## config.mk

```make
export PLATFORM = sky130hd
export DESIGN_NAME = fixed_speed_select
export DESIGN_NICKNAME = d
export VERILOG_FILES = /design/src/hw/fixed_speed_pkg.sv /design/src/hw/bit_source_if.sv /design/src/hw/bit_source_mux.sv /design/src/hw/fixed_speed_select.sv
export VERILOG_INCLUDE_DIRS = /design/src /design/src/hw
export SDC_FILE = /design/constraint.sdc
export NUM_CORES = 2
export LEC_CHECK = 0
export ABC_AREA = 0
export BUFFER_PORTS_ARGS = -buffer_cell sky130_fd_sc_hd__buf_2
export CAP_MARGIN = 20
export CORE_ASPECT_RATIO = 0.8
export CORE_MARGIN = 5
export CORE_UTILIZATION = 55
export CTS_CLUSTER_DIAMETER = 100
export DETAILED_ROUTE_END_ITERATION = 10
export PLACE_DENSITY = 0.72
export SYNTH_ARGS = -nofsm -noshare
export SYNTH_HDL_FRONTEND = slang
export SYNTH_HIERARCHICAL = 1
export SYNTH_SLANG_ARGS = --single-unit
```

## constraint.sdc

```tcl
create_clock -name hclk -period 22 [get_ports hclk]
set_clock_uncertainty 0.2 [all_clocks]
set_input_delay 0 -clock hclk [delete_from_list [all_inputs] [get_ports hclk]]
set_output_delay 0 -clock hclk [all_outputs]
set_load 0.02 [all_outputs]
```

## src/hw/fixed_speed_map.svh

```systemverilog
/*
 * Register offsets, field positions, reset values and source codes for the
 * fixed speed setpoint selector. Assumes inclusion by bare name.
 */
`ifndef FIXED_SPEED_MAP_SVH
`define FIXED_SPEED_MAP_SVH

// byte offsets, one word each
`define FSS_OFS_VALUE_BASE 12'h000
`define FSS_OFS_METHOD 12'h040
`define FSS_OFS_SRC_BASE 12'h050
`define FSS_OFS_EFFECTIVE 12'h060
`define FSS_OFS_STATE 12'h064
`define FSS_OFS_INVERT 12'h068
`define FSS_OFS_MAIN_SRC 12'h06C
`define FSS_OFS_SETPOINT 12'h070

`define FSS_METHOD_DIRECT 8'h01
`define FSS_METHOD_BINARY 8'h02
`define FSS_METHOD_RESET 8'h01
`define FSS_VALUE_RESET 32'h00000000
`define FSS_SRC_RESET 32'h00000000
`define FSS_INVERT_RESET 32'h00000000
`define FSS_MAIN_SRC_RESET 32'h00000000

// signal source codes: [15:8] group, [7:0] bit index
`define FSS_SRC_GRP_CONST 8'h00
`define FSS_SRC_GRP_DIN 8'h01
`define FSS_SRC_GRP_CTRL 8'h02
`define FSS_CTRL_INVERT_BIT 4'hB

// main setpoint source codes
`define FSS_MAIN_EXTERNAL 32'h00000000
`define FSS_MAIN_FIXED 32'h00000001

`define FSS_STATE_SEL_BIT 0

`endif

```

## src/hw/fixed_speed_pkg.sv

```systemverilog
/*
 * Types for the fixed speed setpoint selector.
 * Assumes the map header for numeric constants.
 */
package fixed_speed_pkg;
    typedef enum logic [1:0] {
        AHB_IDLE_ST = 2'b00,
        AHB_WRITE_ST = 2'b01
    } ahb_state_t;
    typedef logic [31:0] speed_t;
endpackage

```

## src/hw/bit_source_if.sv

```systemverilog
/*
 * Carrier between the selector top and its bit source muxes.
 * Assumes one clock domain; pure combinational payload.
 */
`timescale 1ns/100ps
interface bit_source_if #(parameter int DIN_W = 8);
    logic [31:0] code;
    logic [DIN_W-1:0] din;
    logic [15:0] ctrl_word;
    logic bit_out;
    modport mux (input code, input din, input ctrl_word, output bit_out);
    modport user (output code, output din, output ctrl_word, input bit_out);
endinterface // bit_source_if

```

## src/hw/bit_source_mux.sv

```systemverilog
/*
 * Routes one binary signal picked by a source code: constant, digital input
 * or control word bit. Assumes inputs already synchronised.
 */
`timescale 1ns/100ps
`include "fixed_speed_map.svh"
module bit_source_mux
    import fixed_speed_pkg::*;
#(
    parameter int DIN_W = 8
) (
    bit_source_if.mux src
);
    logic [7:0] grp;
    logic [7:0] idx;
    assign grp = src.code[15:8];
    assign idx = src.code[7:0];

    always_comb begin
        src.bit_out = 1'b0;
        unique case (grp)
            `FSS_SRC_GRP_CONST: src.bit_out = idx[0];
            `FSS_SRC_GRP_DIN: src.bit_out = (idx < 8'(DIN_W)) ? src.din[idx[$clog2(DIN_W)-1:0]] : 1'b0;
            `FSS_SRC_GRP_CTRL: src.bit_out = src.ctrl_word[idx[3:0]];
            default: src.bit_out = 1'b0;
        endcase
    end
endmodule // bit_source_mux

```

## src/hw/fixed_speed_select.sv

```systemverilog
/*
 * Fixed speed setpoint selector with AHB-Lite register slave.
 * Direct summing of four values or binary indexing of fifteen, result and
 * status readback, main setpoint source select and sign inversion.
 * Assumes digital inputs and control word arrive asynchronously.
 */
// Chosen here: register access over AHB-Lite and the register addresses.
// Functional notes
// direct mode sums the four stored values whose selection bits are set.
// binary mode uses the four selection bits as a code picking one value.
// selection method register, 1 direct, 2 binary, resets to 1.
// stored values 1 to 15 are writable and reset to zero.
// four selection bit sources are routable and reset to constant zero.
// selection bit k drives stored value k+1 in direct mode.
// the effective result is always readable and feeds the main setpoint.
// the selected status bit is 1 while any fixed value is selected.
// main setpoint source can be switched to the effective fixed result.
// setpoint sign is negated while the inversion bit is 1.
// inversion may be routed to control word bit 11 by the controller.
// no bit set or code zero gives result zero and clears the status bit.
// nonzero code n picks value n; output updates on the next clock edge.
`timescale 1ns/100ps
`include "fixed_speed_map.svh"
module fixed_speed_select
    import fixed_speed_pkg::*;
#(
    parameter int DIN_W = 8,
    parameter int NUM_VALUES = 15
) (
    input wire logic hclk,
    input wire logic hresetn,
    input wire logic hsel,
    input wire logic [11:0] haddr,
    input wire logic [1:0] htrans,
    input wire logic hwrite,
    input wire logic [2:0] hsize,
    input wire logic [31:0] hwdata,
    input wire logic hready,
    output logic hreadyout,
    output logic hresp,
    output logic [31:0] hrdata,
    input wire logic [DIN_W-1:0] din,
    input wire logic [15:0] ctrl_word,
    input wire logic [31:0] external_setpoint,
    output logic [31:0] effective_fixed_speed,
    output logic fixed_speed_selected_flag,
    output logic [31:0] speed_setpoint
);
    speed_t value_q [1:NUM_VALUES];
    logic [7:0] selection_method_q;
    logic [31:0] select_source_q [0:3];
    logic [31:0] invert_source_q;
    logic [31:0] main_setpoint_source_q;

    logic [DIN_W-1:0] din_meta_q;
    logic [DIN_W-1:0] din_sync_q;
    logic [15:0] ctrl_meta_q;
    logic [15:0] ctrl_sync_q;

    ahb_state_t state_q;
    logic [11:0] waddr_q;
    logic [3:0] sel_bits;
    logic invert_bit;
    speed_t fixed_d;
    logic selected_d;
    speed_t main_d;
    speed_t eff_q;
    logic flag_q;
    speed_t setp_q;
    logic [31:0] rdata_d;
    logic [31:0] hrdata_q;
    logic addr_phase;

    // pins come from outside the clock domain
    always_ff @(posedge hclk or negedge hresetn) begin
        if (!hresetn) begin
            din_meta_q <= '0;
            din_sync_q <= '0;
            ctrl_meta_q <= '0;
            ctrl_sync_q <= '0;
        end else begin
            din_meta_q <= din;
            din_sync_q <= din_meta_q;
            ctrl_meta_q <= ctrl_word;
            ctrl_sync_q <= ctrl_meta_q;
        end
    end

    // four selection bits and the inversion bit share one mux type
    genvar g;
    generate
        for (g = 0; g < 5; g++) begin : g_src
            bit_source_if #(.DIN_W(DIN_W)) sif ();
            assign sif.code = (g < 4) ? select_source_q[g % 4] : invert_source_q;
            assign sif.din = din_sync_q;
            assign sif.ctrl_word = ctrl_sync_q;
            bit_source_mux #(.DIN_W(DIN_W)) u_mux (
                .src(sif.mux)
            );
            if (g < 4) begin : g_sel
                assign sel_bits[g] = sif.bit_out;
            end else begin : g_inv
                assign invert_bit = sif.bit_out;
            end
        end
    endgenerate

    always_comb begin
        fixed_d = '0;
        selected_d = 1'b0;
        if (selection_method_q == `FSS_METHOD_BINARY) begin
            if (sel_bits != 4'h0 && int'(sel_bits) <= NUM_VALUES) begin
                fixed_d = value_q[int'(sel_bits)];
            end
            selected_d = (sel_bits != 4'h0);
        end else begin
            for (int k = 0; k < 4; k++) begin
                if (sel_bits[k]) begin
                    fixed_d = fixed_d + value_q[k + 1];
                end
            end
            selected_d = |sel_bits;
        end
    end

    always_comb begin
        main_d = (main_setpoint_source_q == `FSS_MAIN_FIXED) ? fixed_d : external_setpoint;
        if (invert_bit) begin
            main_d = 32'(-main_d);
        end
    end

    // registered results: one cycle after a selection change
    always_ff @(posedge hclk or negedge hresetn) begin
        if (!hresetn) begin
            eff_q <= '0;
            flag_q <= 1'b0;
            setp_q <= '0;
        end else begin
            eff_q <= fixed_d;
            flag_q <= selected_d;
            setp_q <= main_d;
        end
    end

    assign effective_fixed_speed = eff_q;
    assign fixed_speed_selected_flag = flag_q;
    assign speed_setpoint = setp_q;

    // ahb-lite slave, zero wait states, always okay
    assign addr_phase = hsel && hready && htrans[1];
    assign hreadyout = 1'b1;
    assign hresp = 1'b0;
    assign hrdata = hrdata_q;

    always_ff @(posedge hclk or negedge hresetn) begin
        if (!hresetn) begin
            state_q <= AHB_IDLE_ST;
            waddr_q <= '0;
        end else if (addr_phase && hwrite) begin
            state_q <= AHB_WRITE_ST;
            waddr_q <= haddr;
        end else if (hready) begin
            state_q <= AHB_IDLE_ST;
        end
    end

    always_ff @(posedge hclk or negedge hresetn) begin
        if (!hresetn) begin
            for (int i = 1; i <= NUM_VALUES; i++) begin
                value_q[i] <= `FSS_VALUE_RESET;
            end
        end else if (state_q == AHB_WRITE_ST) begin
            for (int i = 1; i <= NUM_VALUES; i++) begin
                if (waddr_q == 12'(`FSS_OFS_VALUE_BASE + 4 * (i - 1))) begin
                    value_q[i] <= hwdata;
                end
            end
        end
    end

    always_ff @(posedge hclk or negedge hresetn) begin
        if (!hresetn) begin
            selection_method_q <= `FSS_METHOD_RESET;
        end else if (state_q == AHB_WRITE_ST && waddr_q == `FSS_OFS_METHOD) begin
            selection_method_q <= hwdata[7:0];
        end
    end

    always_ff @(posedge hclk or negedge hresetn) begin
        if (!hresetn) begin
            for (int i = 0; i < 4; i++) begin
                select_source_q[i] <= `FSS_SRC_RESET;
            end
        end else if (state_q == AHB_WRITE_ST) begin
            for (int i = 0; i < 4; i++) begin
                if (waddr_q == 12'(`FSS_OFS_SRC_BASE + 4 * i)) begin
                    select_source_q[i] <= hwdata;
                end
            end
        end
    end

    always_ff @(posedge hclk or negedge hresetn) begin
        if (!hresetn) begin
            invert_source_q <= `FSS_INVERT_RESET;
            main_setpoint_source_q <= `FSS_MAIN_SRC_RESET;
        end else if (state_q == AHB_WRITE_ST) begin
            if (waddr_q == `FSS_OFS_INVERT) begin
                invert_source_q <= hwdata;
            end
            if (waddr_q == `FSS_OFS_MAIN_SRC) begin
                main_setpoint_source_q <= hwdata;
            end
        end
    end

    always_comb begin
        rdata_d = '0;
        for (int i = 1; i <= NUM_VALUES; i++) begin
            if (haddr == 12'(`FSS_OFS_VALUE_BASE + 4 * (i - 1))) begin
                rdata_d = value_q[i];
            end
        end
        for (int i = 0; i < 4; i++) begin
            if (haddr == 12'(`FSS_OFS_SRC_BASE + 4 * i)) begin
                rdata_d = select_source_q[i];
            end
        end
        if (haddr == `FSS_OFS_METHOD) begin
            rdata_d = {24'h000000, selection_method_q};
        end
        if (haddr == `FSS_OFS_EFFECTIVE) begin
            rdata_d = eff_q;
        end
        if (haddr == `FSS_OFS_STATE) begin
            rdata_d = {31'h00000000, flag_q};
        end
        if (haddr == `FSS_OFS_INVERT) begin
            rdata_d = invert_source_q;
        end
        if (haddr == `FSS_OFS_MAIN_SRC) begin
            rdata_d = main_setpoint_source_q;
        end
        if (haddr == `FSS_OFS_SETPOINT) begin
            rdata_d = setp_q;
        end
    end

    // read data captured at the address phase, stands through the data phase
    always_ff @(posedge hclk or negedge hresetn) begin
        if (!hresetn) begin
            hrdata_q <= '0;
        end else if (addr_phase && !hwrite) begin
            hrdata_q <= rdata_d;
        end
    end
endmodule // fixed_speed_select

```

### Yosys cells after proc, flatten, opt, wreduce, memory -nomap -nowiden

Index checks and enable logic that the tools add are counted.

* output and inout port bits: 99
* memories kept: 0
* ROM bits: 0
* bits in registers: 839
* RAM bits: 0
* bits in latches: 0

* bitwise operators: 1
* muxes and demuxes: 72
* reductions and logical operators: 37
* order comparisons: 16
* shifts and indexed selects: 0
* divide/modulo/power cells: 0
* $mul: 0
* add/subtract/negate cells: 4
* equality and inequality tests: 58

Operators by type and width (number)
* $mux 32: 38
* $eq 12x7->1 const B: 17
* $eq 12x6->1 const B: 14
* $bmux 32 s4: 1
* $add 32x32->32: 3
* $eq 12x5->1 const B: 8
* $eq 12x4->1 const B: 4
* $eq 8x2->1 const B: 6
* $reduce_and 2->1: 21
* $eq 8x1->1 const B: 5
* $logic_not 8->1: 5
* $lt 8x4->1 const B: 5
* $eq 32x1->1 const B: 1
* $ge 32x5->1 const B: 1
* $neg 32->32: 1
* $not 4->32: 1
* $lt 4x5->1 const B: 5
* $eq 12x3->1 const B: 2
* $logic_not 12->1: 2
* $bmux 1 s4: 5
* $lt 3x4->1 const B: 5
* $mux 1: 16
* $bmux 1 s3: 5
* $pmux 1 s3: 5
* 7 further kinds: 12

### Longest topological paths before layout

* depth in word-level cells: 26
* gate-level depth with buffers: 51
* gate-level depth less buffers: 39

### By module

Netlist, hierarchy kept.

Modules (own cells, without submodules)
* fixed_speed_select: seq. area each 20971.4 µm², area an instance 48788.0 µm², times used 1, cells each 4411
* bit_source_mux: seq. area each 0.0 µm², area an instance 325.3 µm², times used 5, cells each 39

### Worst setup path after synthesis

OpenSTA, ideal clock, no wires.

* kind: reg-to-reg
* from: register select_source_q (netlist bit g_src[0].sif.code[11])
* to: register setp_q[31], in the netlist speed_setpoint[31]
* data arrival time: 10.273 ns
* cell stages (with the launch flop): 46
* buffers on the path: 11
* setup time: 0.079 ns
* setup slack: 11.448 ns
* required time: 21.721 ns
* period minus slack after synthesis: 10.552 ns
* path through: dfrtp_1 -> nor4_4 -> nand4b_1 -> or4_1 -> nand3_1 -> buf_6 -> buf_12 -> buf_12 -> buf_6 -> buf_6 -> buf_4 -> buf_6 -> buf_2 -> clkbuf_1 -> clkbuf_1 -> and2_1 -> ha_1 -> ha_1 -> [10 not listed] -> a21oi_1 -> nor2b_1 -> xnor2_1 -> o211ai_1 -> ha_1 -> clkbuf_1 -> a21o_1 -> a21o_1 -> or3_1 -> or4_1 -> a21bo_2 -> a31o_1 -> a21oi_1 -> mux2_2 -> a21o_1 -> and4_1 -> nor3_1 -> xor2_1

* cells in the longest elaborated chain, start to end: 16

RTL lines
* from (decl): line fixed_speed_select.sv:51 `logic [31:0] select_source_q [0:3];`
* from (signal, indexed assignment): line fixed_speed_select.sv:193 `` select_source_q[i] <= `FSS_SRC_RESET; ``
* from (signal, indexed assignment): line fixed_speed_select.sv:198 `select_source_q[i] <= hwdata;`
* $eq 8x2->1 (tied with other cells): line bit_source_mux.sv:21 `unique case (grp)`
* $pmux 1 s3 *: line bit_source_mux.sv:21
* via g_src[0].sif.bit_out: line bit_source_if.sv:10 `logic bit_out;`
* $mux 32: line fixed_speed_select.sv:118 `if (sel_bits[k]) begin`
* $mux 32: line fixed_speed_select.sv:111 `` if (selection_method_q == `FSS_METHOD_BINARY) begin ``
* $add 32x32->32: line fixed_speed_select.sv:119 `fixed_d = fixed_d + value_q[k + 1];`
* $mux 32: line fixed_speed_select.sv:118
* $mux 32: line fixed_speed_select.sv:111
* [2 not listed]
* $mux 32: line fixed_speed_select.sv:111
* $add 32x32->32: line fixed_speed_select.sv:119
* $mux 32: line fixed_speed_select.sv:118
* $mux 32 *: line fixed_speed_select.sv:111
* $mux 32 *: line fixed_speed_select.sv:127 `` main_d = (main_setpoint_source_q == `FSS_MAIN_FIXED) ? fixed_d : external_setpoint; ``
* $neg 32->32: line fixed_speed_select.sv:129 `main_d = 32'(-main_d);`
* $mux 32 *: line fixed_speed_select.sv:128 `if (invert_bit) begin`
* via main_d[31]: line fixed_speed_select.sv:66 `speed_t main_d;`
* to (signal assigned): line fixed_speed_select.sv:142 `setp_q <= main_d;`
* to (decl): line fixed_speed_select.sv:69 `speed_t setp_q;`

The timed path passes the listed nets; every way through them passes the cells marked *. The select of a mux whose other input is x is not followed.
A chain may end at the register's enable or synchronous reset.

### Worst setup path in the final report

* from: register select_source_q (netlist bit g_src[0].sif.code[0])
* to: register setp_q[31], in the netlist speed_setpoint[31]

* cells in the longest elaborated chain, start to end: 18

RTL lines (line)
* branches (longest 3 deep; another with $lt 8x4->1)
* $pmux 1 s3 *: bit_source_mux.sv:21
* via g_src[0].sif.bit_out: bit_source_if.sv:10
* $mux 32: fixed_speed_select.sv:118
* $mux 32: fixed_speed_select.sv:111
* $add 32x32->32: fixed_speed_select.sv:119
* $mux 32: fixed_speed_select.sv:118
* $mux 32: fixed_speed_select.sv:111
* [2 not listed]
* $mux 32: fixed_speed_select.sv:111
* $add 32x32->32: fixed_speed_select.sv:119
* $mux 32: fixed_speed_select.sv:118
* $mux 32 *: fixed_speed_select.sv:111
* $mux 32 *: fixed_speed_select.sv:127
* $neg 32->32: fixed_speed_select.sv:129
* $mux 32 *: fixed_speed_select.sv:128
* via main_d[31]: fixed_speed_select.sv:66

Mark *: on every way through the listed nets, which the timed path passes. The select of a mux whose other input is x is not followed.

==> flow_summary.toml <==
[clock_tree]
htreeDepth = 3
cts_root_buf = "clkbuf_16"
clock_path_buffers = 3
post_cts_resized = 0
path_clk_slew_ps = 60
cts_tree = "yes"
worstSkewPairLatency_ps = 680
cts_buffers = 83
cts_sinks = 838

[worst_setup_path]
cp_slowest_cell = "dfrtp_1"
startpoint_type = "flop"
cp-end-kind = "flop"
path_class = "flop to flop"
cp_max_fo = 68
crit_path_max_incr_delay_ps = 900
reg2reg_slack_ps = 8580
required_ps = 22330
cp.arrival_ps = 13750
worstReg2RegEnd = "speed_setpoint[31]"
startpoint = "g_src[0].sif.code[0]"
cpMostUsedCell = "o211ai_1"
reg2reg_from = "g_src[0].sif.code[0]"
reg2regPathDepth = 38

[timing]
period_needed_ps = 13420
hold_viol = 0
finalSetupViolations = 0
tightest_slew_ps = 1220
fmax_ghz = 0.0745
setup_ws_ps = 8580
period_share = 0.610
rsz0062_at_grt = "false"
maxSlewHeadroom = 0.171
whs_ps = 71.2
slew_violations = 0
tns_ps = 0

[yosys]
synth-adder-area-share = 0.0221
yosys.area_share.simple = 0.108
synth_mux_area_frac = 0.240
async_reset_ff_frac = 1.00
synth_top_flop_cell = "dfrtp_1"
synth_xor_area_frac = 0.0158
synth_top_family_by_area = "multiplexers"
netlist_area_sq_um = 50400
avgSynthCellArea_sq_um = 10.9
ys_seq_area_frac = 0.416
synth_edf_count = 0
syn_inst = 4606
synth_compound_area_frac = 0.160
synth_nets = 4804
ys_warn_count = 6
synth.distinct_cells = 115
synth-seq-cells = 838

[floorplan]
die_area_sq_um = 97900
start_util = 0.554
die_w_um = 348
boundaryPins = 209
core_area_sq_um = 91000
die_h_um = 281
std_cell_rows = 99

[place]
dp_slack_ps = 9700
place_hpwl_um = 132000
gp_congestion = 0.966
numPortBuffers = 202

[cells_and_area]
layout_common_cells = "837 x dfrtp_1, 709 x mux2_2, 306 x nand2_1"
area_delta_synth_final_pct = 12.9
layout-drive-gt1-share = 0.293
mostFrequentLayoutCell = "dfrtp_1"
final_nets = 4967
fillers = 7084

[drt]
drcViolationCount = 0
dr_total_vias = 44000
drt-wirelength-per-cell_um = 31.9
postRouteAntennaNets = 0
drt_first_pass_iters = 7
drtIter0Drc = 7108
vias_per_cell = 7.28
wl_um = 193000

[grt]
grtUsageTotal = 0.382
grt-ovfl-total = 0
antenna_found_initial = 8
grt_pass1_vias = 41800
grt_pass1_wl_um = 281000
grt_max_degree = 160

[power_and_ir_drop]
power_density_nw_per_um2 = 62.0
irDropWorstVdd_mv = 0.0725
leakage_uw = 0.0250

[flow_run]
drv_cap = 0

[min_path]
min_to = "waddr_q[2]"
hold_depth = 3
min_path_type = "input pin to flop"
hp-start = "hsel"

[outcome]
status = "finished clean"
[stage by stage]
step	cells	total power, uW	instance area, sq um	util
4_1_cts	6039	3510	56700	0.623
3_5_place_dp	5735	2020	52300	0.575
5_1_grt	6049	3620	56900	0.625
2_1_floorplan	4606	1880	50400	-
6_report	6051	3530	56900	0.625
3_3_place_gp	5735	2010	52300	0.575
[metal layers]
metal  GRT usage  part of all wire  wire length, um
met1       0.521              0.37            72400
met2       0.563              0.43            83200
met3      0.0983              0.13            24400
met4       0.208             0.069            13300
met5           0           0.00020               38
[synth_stat cells (23+ instances only)]
cell type  count  area (sq um)
nor2b_1       30           188
or3_1         25           156
and3_1        27           169
o21ai_0      187           936
ha_1          86          1080
a31oi_1       66           413
nand3_1      112           561
buf_1         29           109
o22ai_1       26           163
xnor2_1       51           447
mux2_2       709          7980
mux4_2       132          2970
a21oi_1      213          1070
clkbuf_1     294          1100
o21a_1        32           240
inv_1         51           191
xor2_1        40           350
o211ai_1      34           255
nor2_1       223           837
a221oi_1      62           543
buf_2         29           145
a211oi_1      66           495
a222oi_1      58           581
nor3_1        65           325
nor4_1        39           244
nand3b_1      23           173
a22oi_1       87           653
dfrtp_1      837         20900
and2_1        38           238
mux2i_1      105          1050
a22o_1        31           272
nand2_1      306          1150
a21o_1        52           390
nand4_1       44           275
[timing repair]
action,4_1_cts,5_1_grt
setup buffers,0,0
hold buffers,152,1
endpoints found under the hold margin,1031,1
setup endpoints to repair,0,0
[registers in the layout, summed over array words and instances, names as in the netlist, 12 cells and up]
name,cells
ctrl_meta_q,16
ctrl_sync_q,16
effective_fixed_speed,32
g_src.sif.code,160
hrdata,32
main_setpoint_source_q,32
speed_setpoint,32
value_q,480
waddr_q,12
[area by class of cell]
type	count	area, sq um	share of cell area
multi-input combinational	3332	27900	0.490
sequential	838	21000	0.369
timing repair buffer	461	3530	0.0620
clock buffer	124	2470	0.0435
tap	1212	1520	0.0267
clock inverter	28	347	0.00609
inverter	53	199	0.00350
antenna	3	7.51	0.000132
[where the power goes]
group | switching (uW) | internal, uW | total (uW)
logic | 181 | 132 | 313
clock network | 649 | 853 | 1500
registers | 98.7 | 1620 | 1710
[worst max-delay path by stage]
stage	to	slack [ps]
after global routing	speed_setpoint[31]	8100
after detailed placement	speed_setpoint[31]	9700
after global placement	speed_setpoint[31]	9790
final	speed_setpoint[31]	8580
after CTS	speed_setpoint[31]	9050
after floorplan	speed_setpoint[31]	11450
[critical path, delay by kind of cell (launching register included)]
| family | cells | cell delay, ps |
|---|---|---|
| adders and majority gates | 3 | 990 |
| and+or+nand+nor | 9 | 2140 |
| buffers and inverters | 3 | 1480 |
| AOI/OAI and AO/OA | 18 | 6640 |
| xor gates and xnor gates | 4 | 740 |
| DFF | 1 | 900 |
| muxes | 1 | 180 |
[cells by family after synthesis]
group | after synthesis
DFF | 838
other | 2
and+or+nand+nor | 1061
adders and majority gates | 88
xor gates and xnor gates | 91
AOI/OAI and AO/OA | 1138
muxes | 952
buffers and inverters | 436
Power figures use the tool's default switching activity.
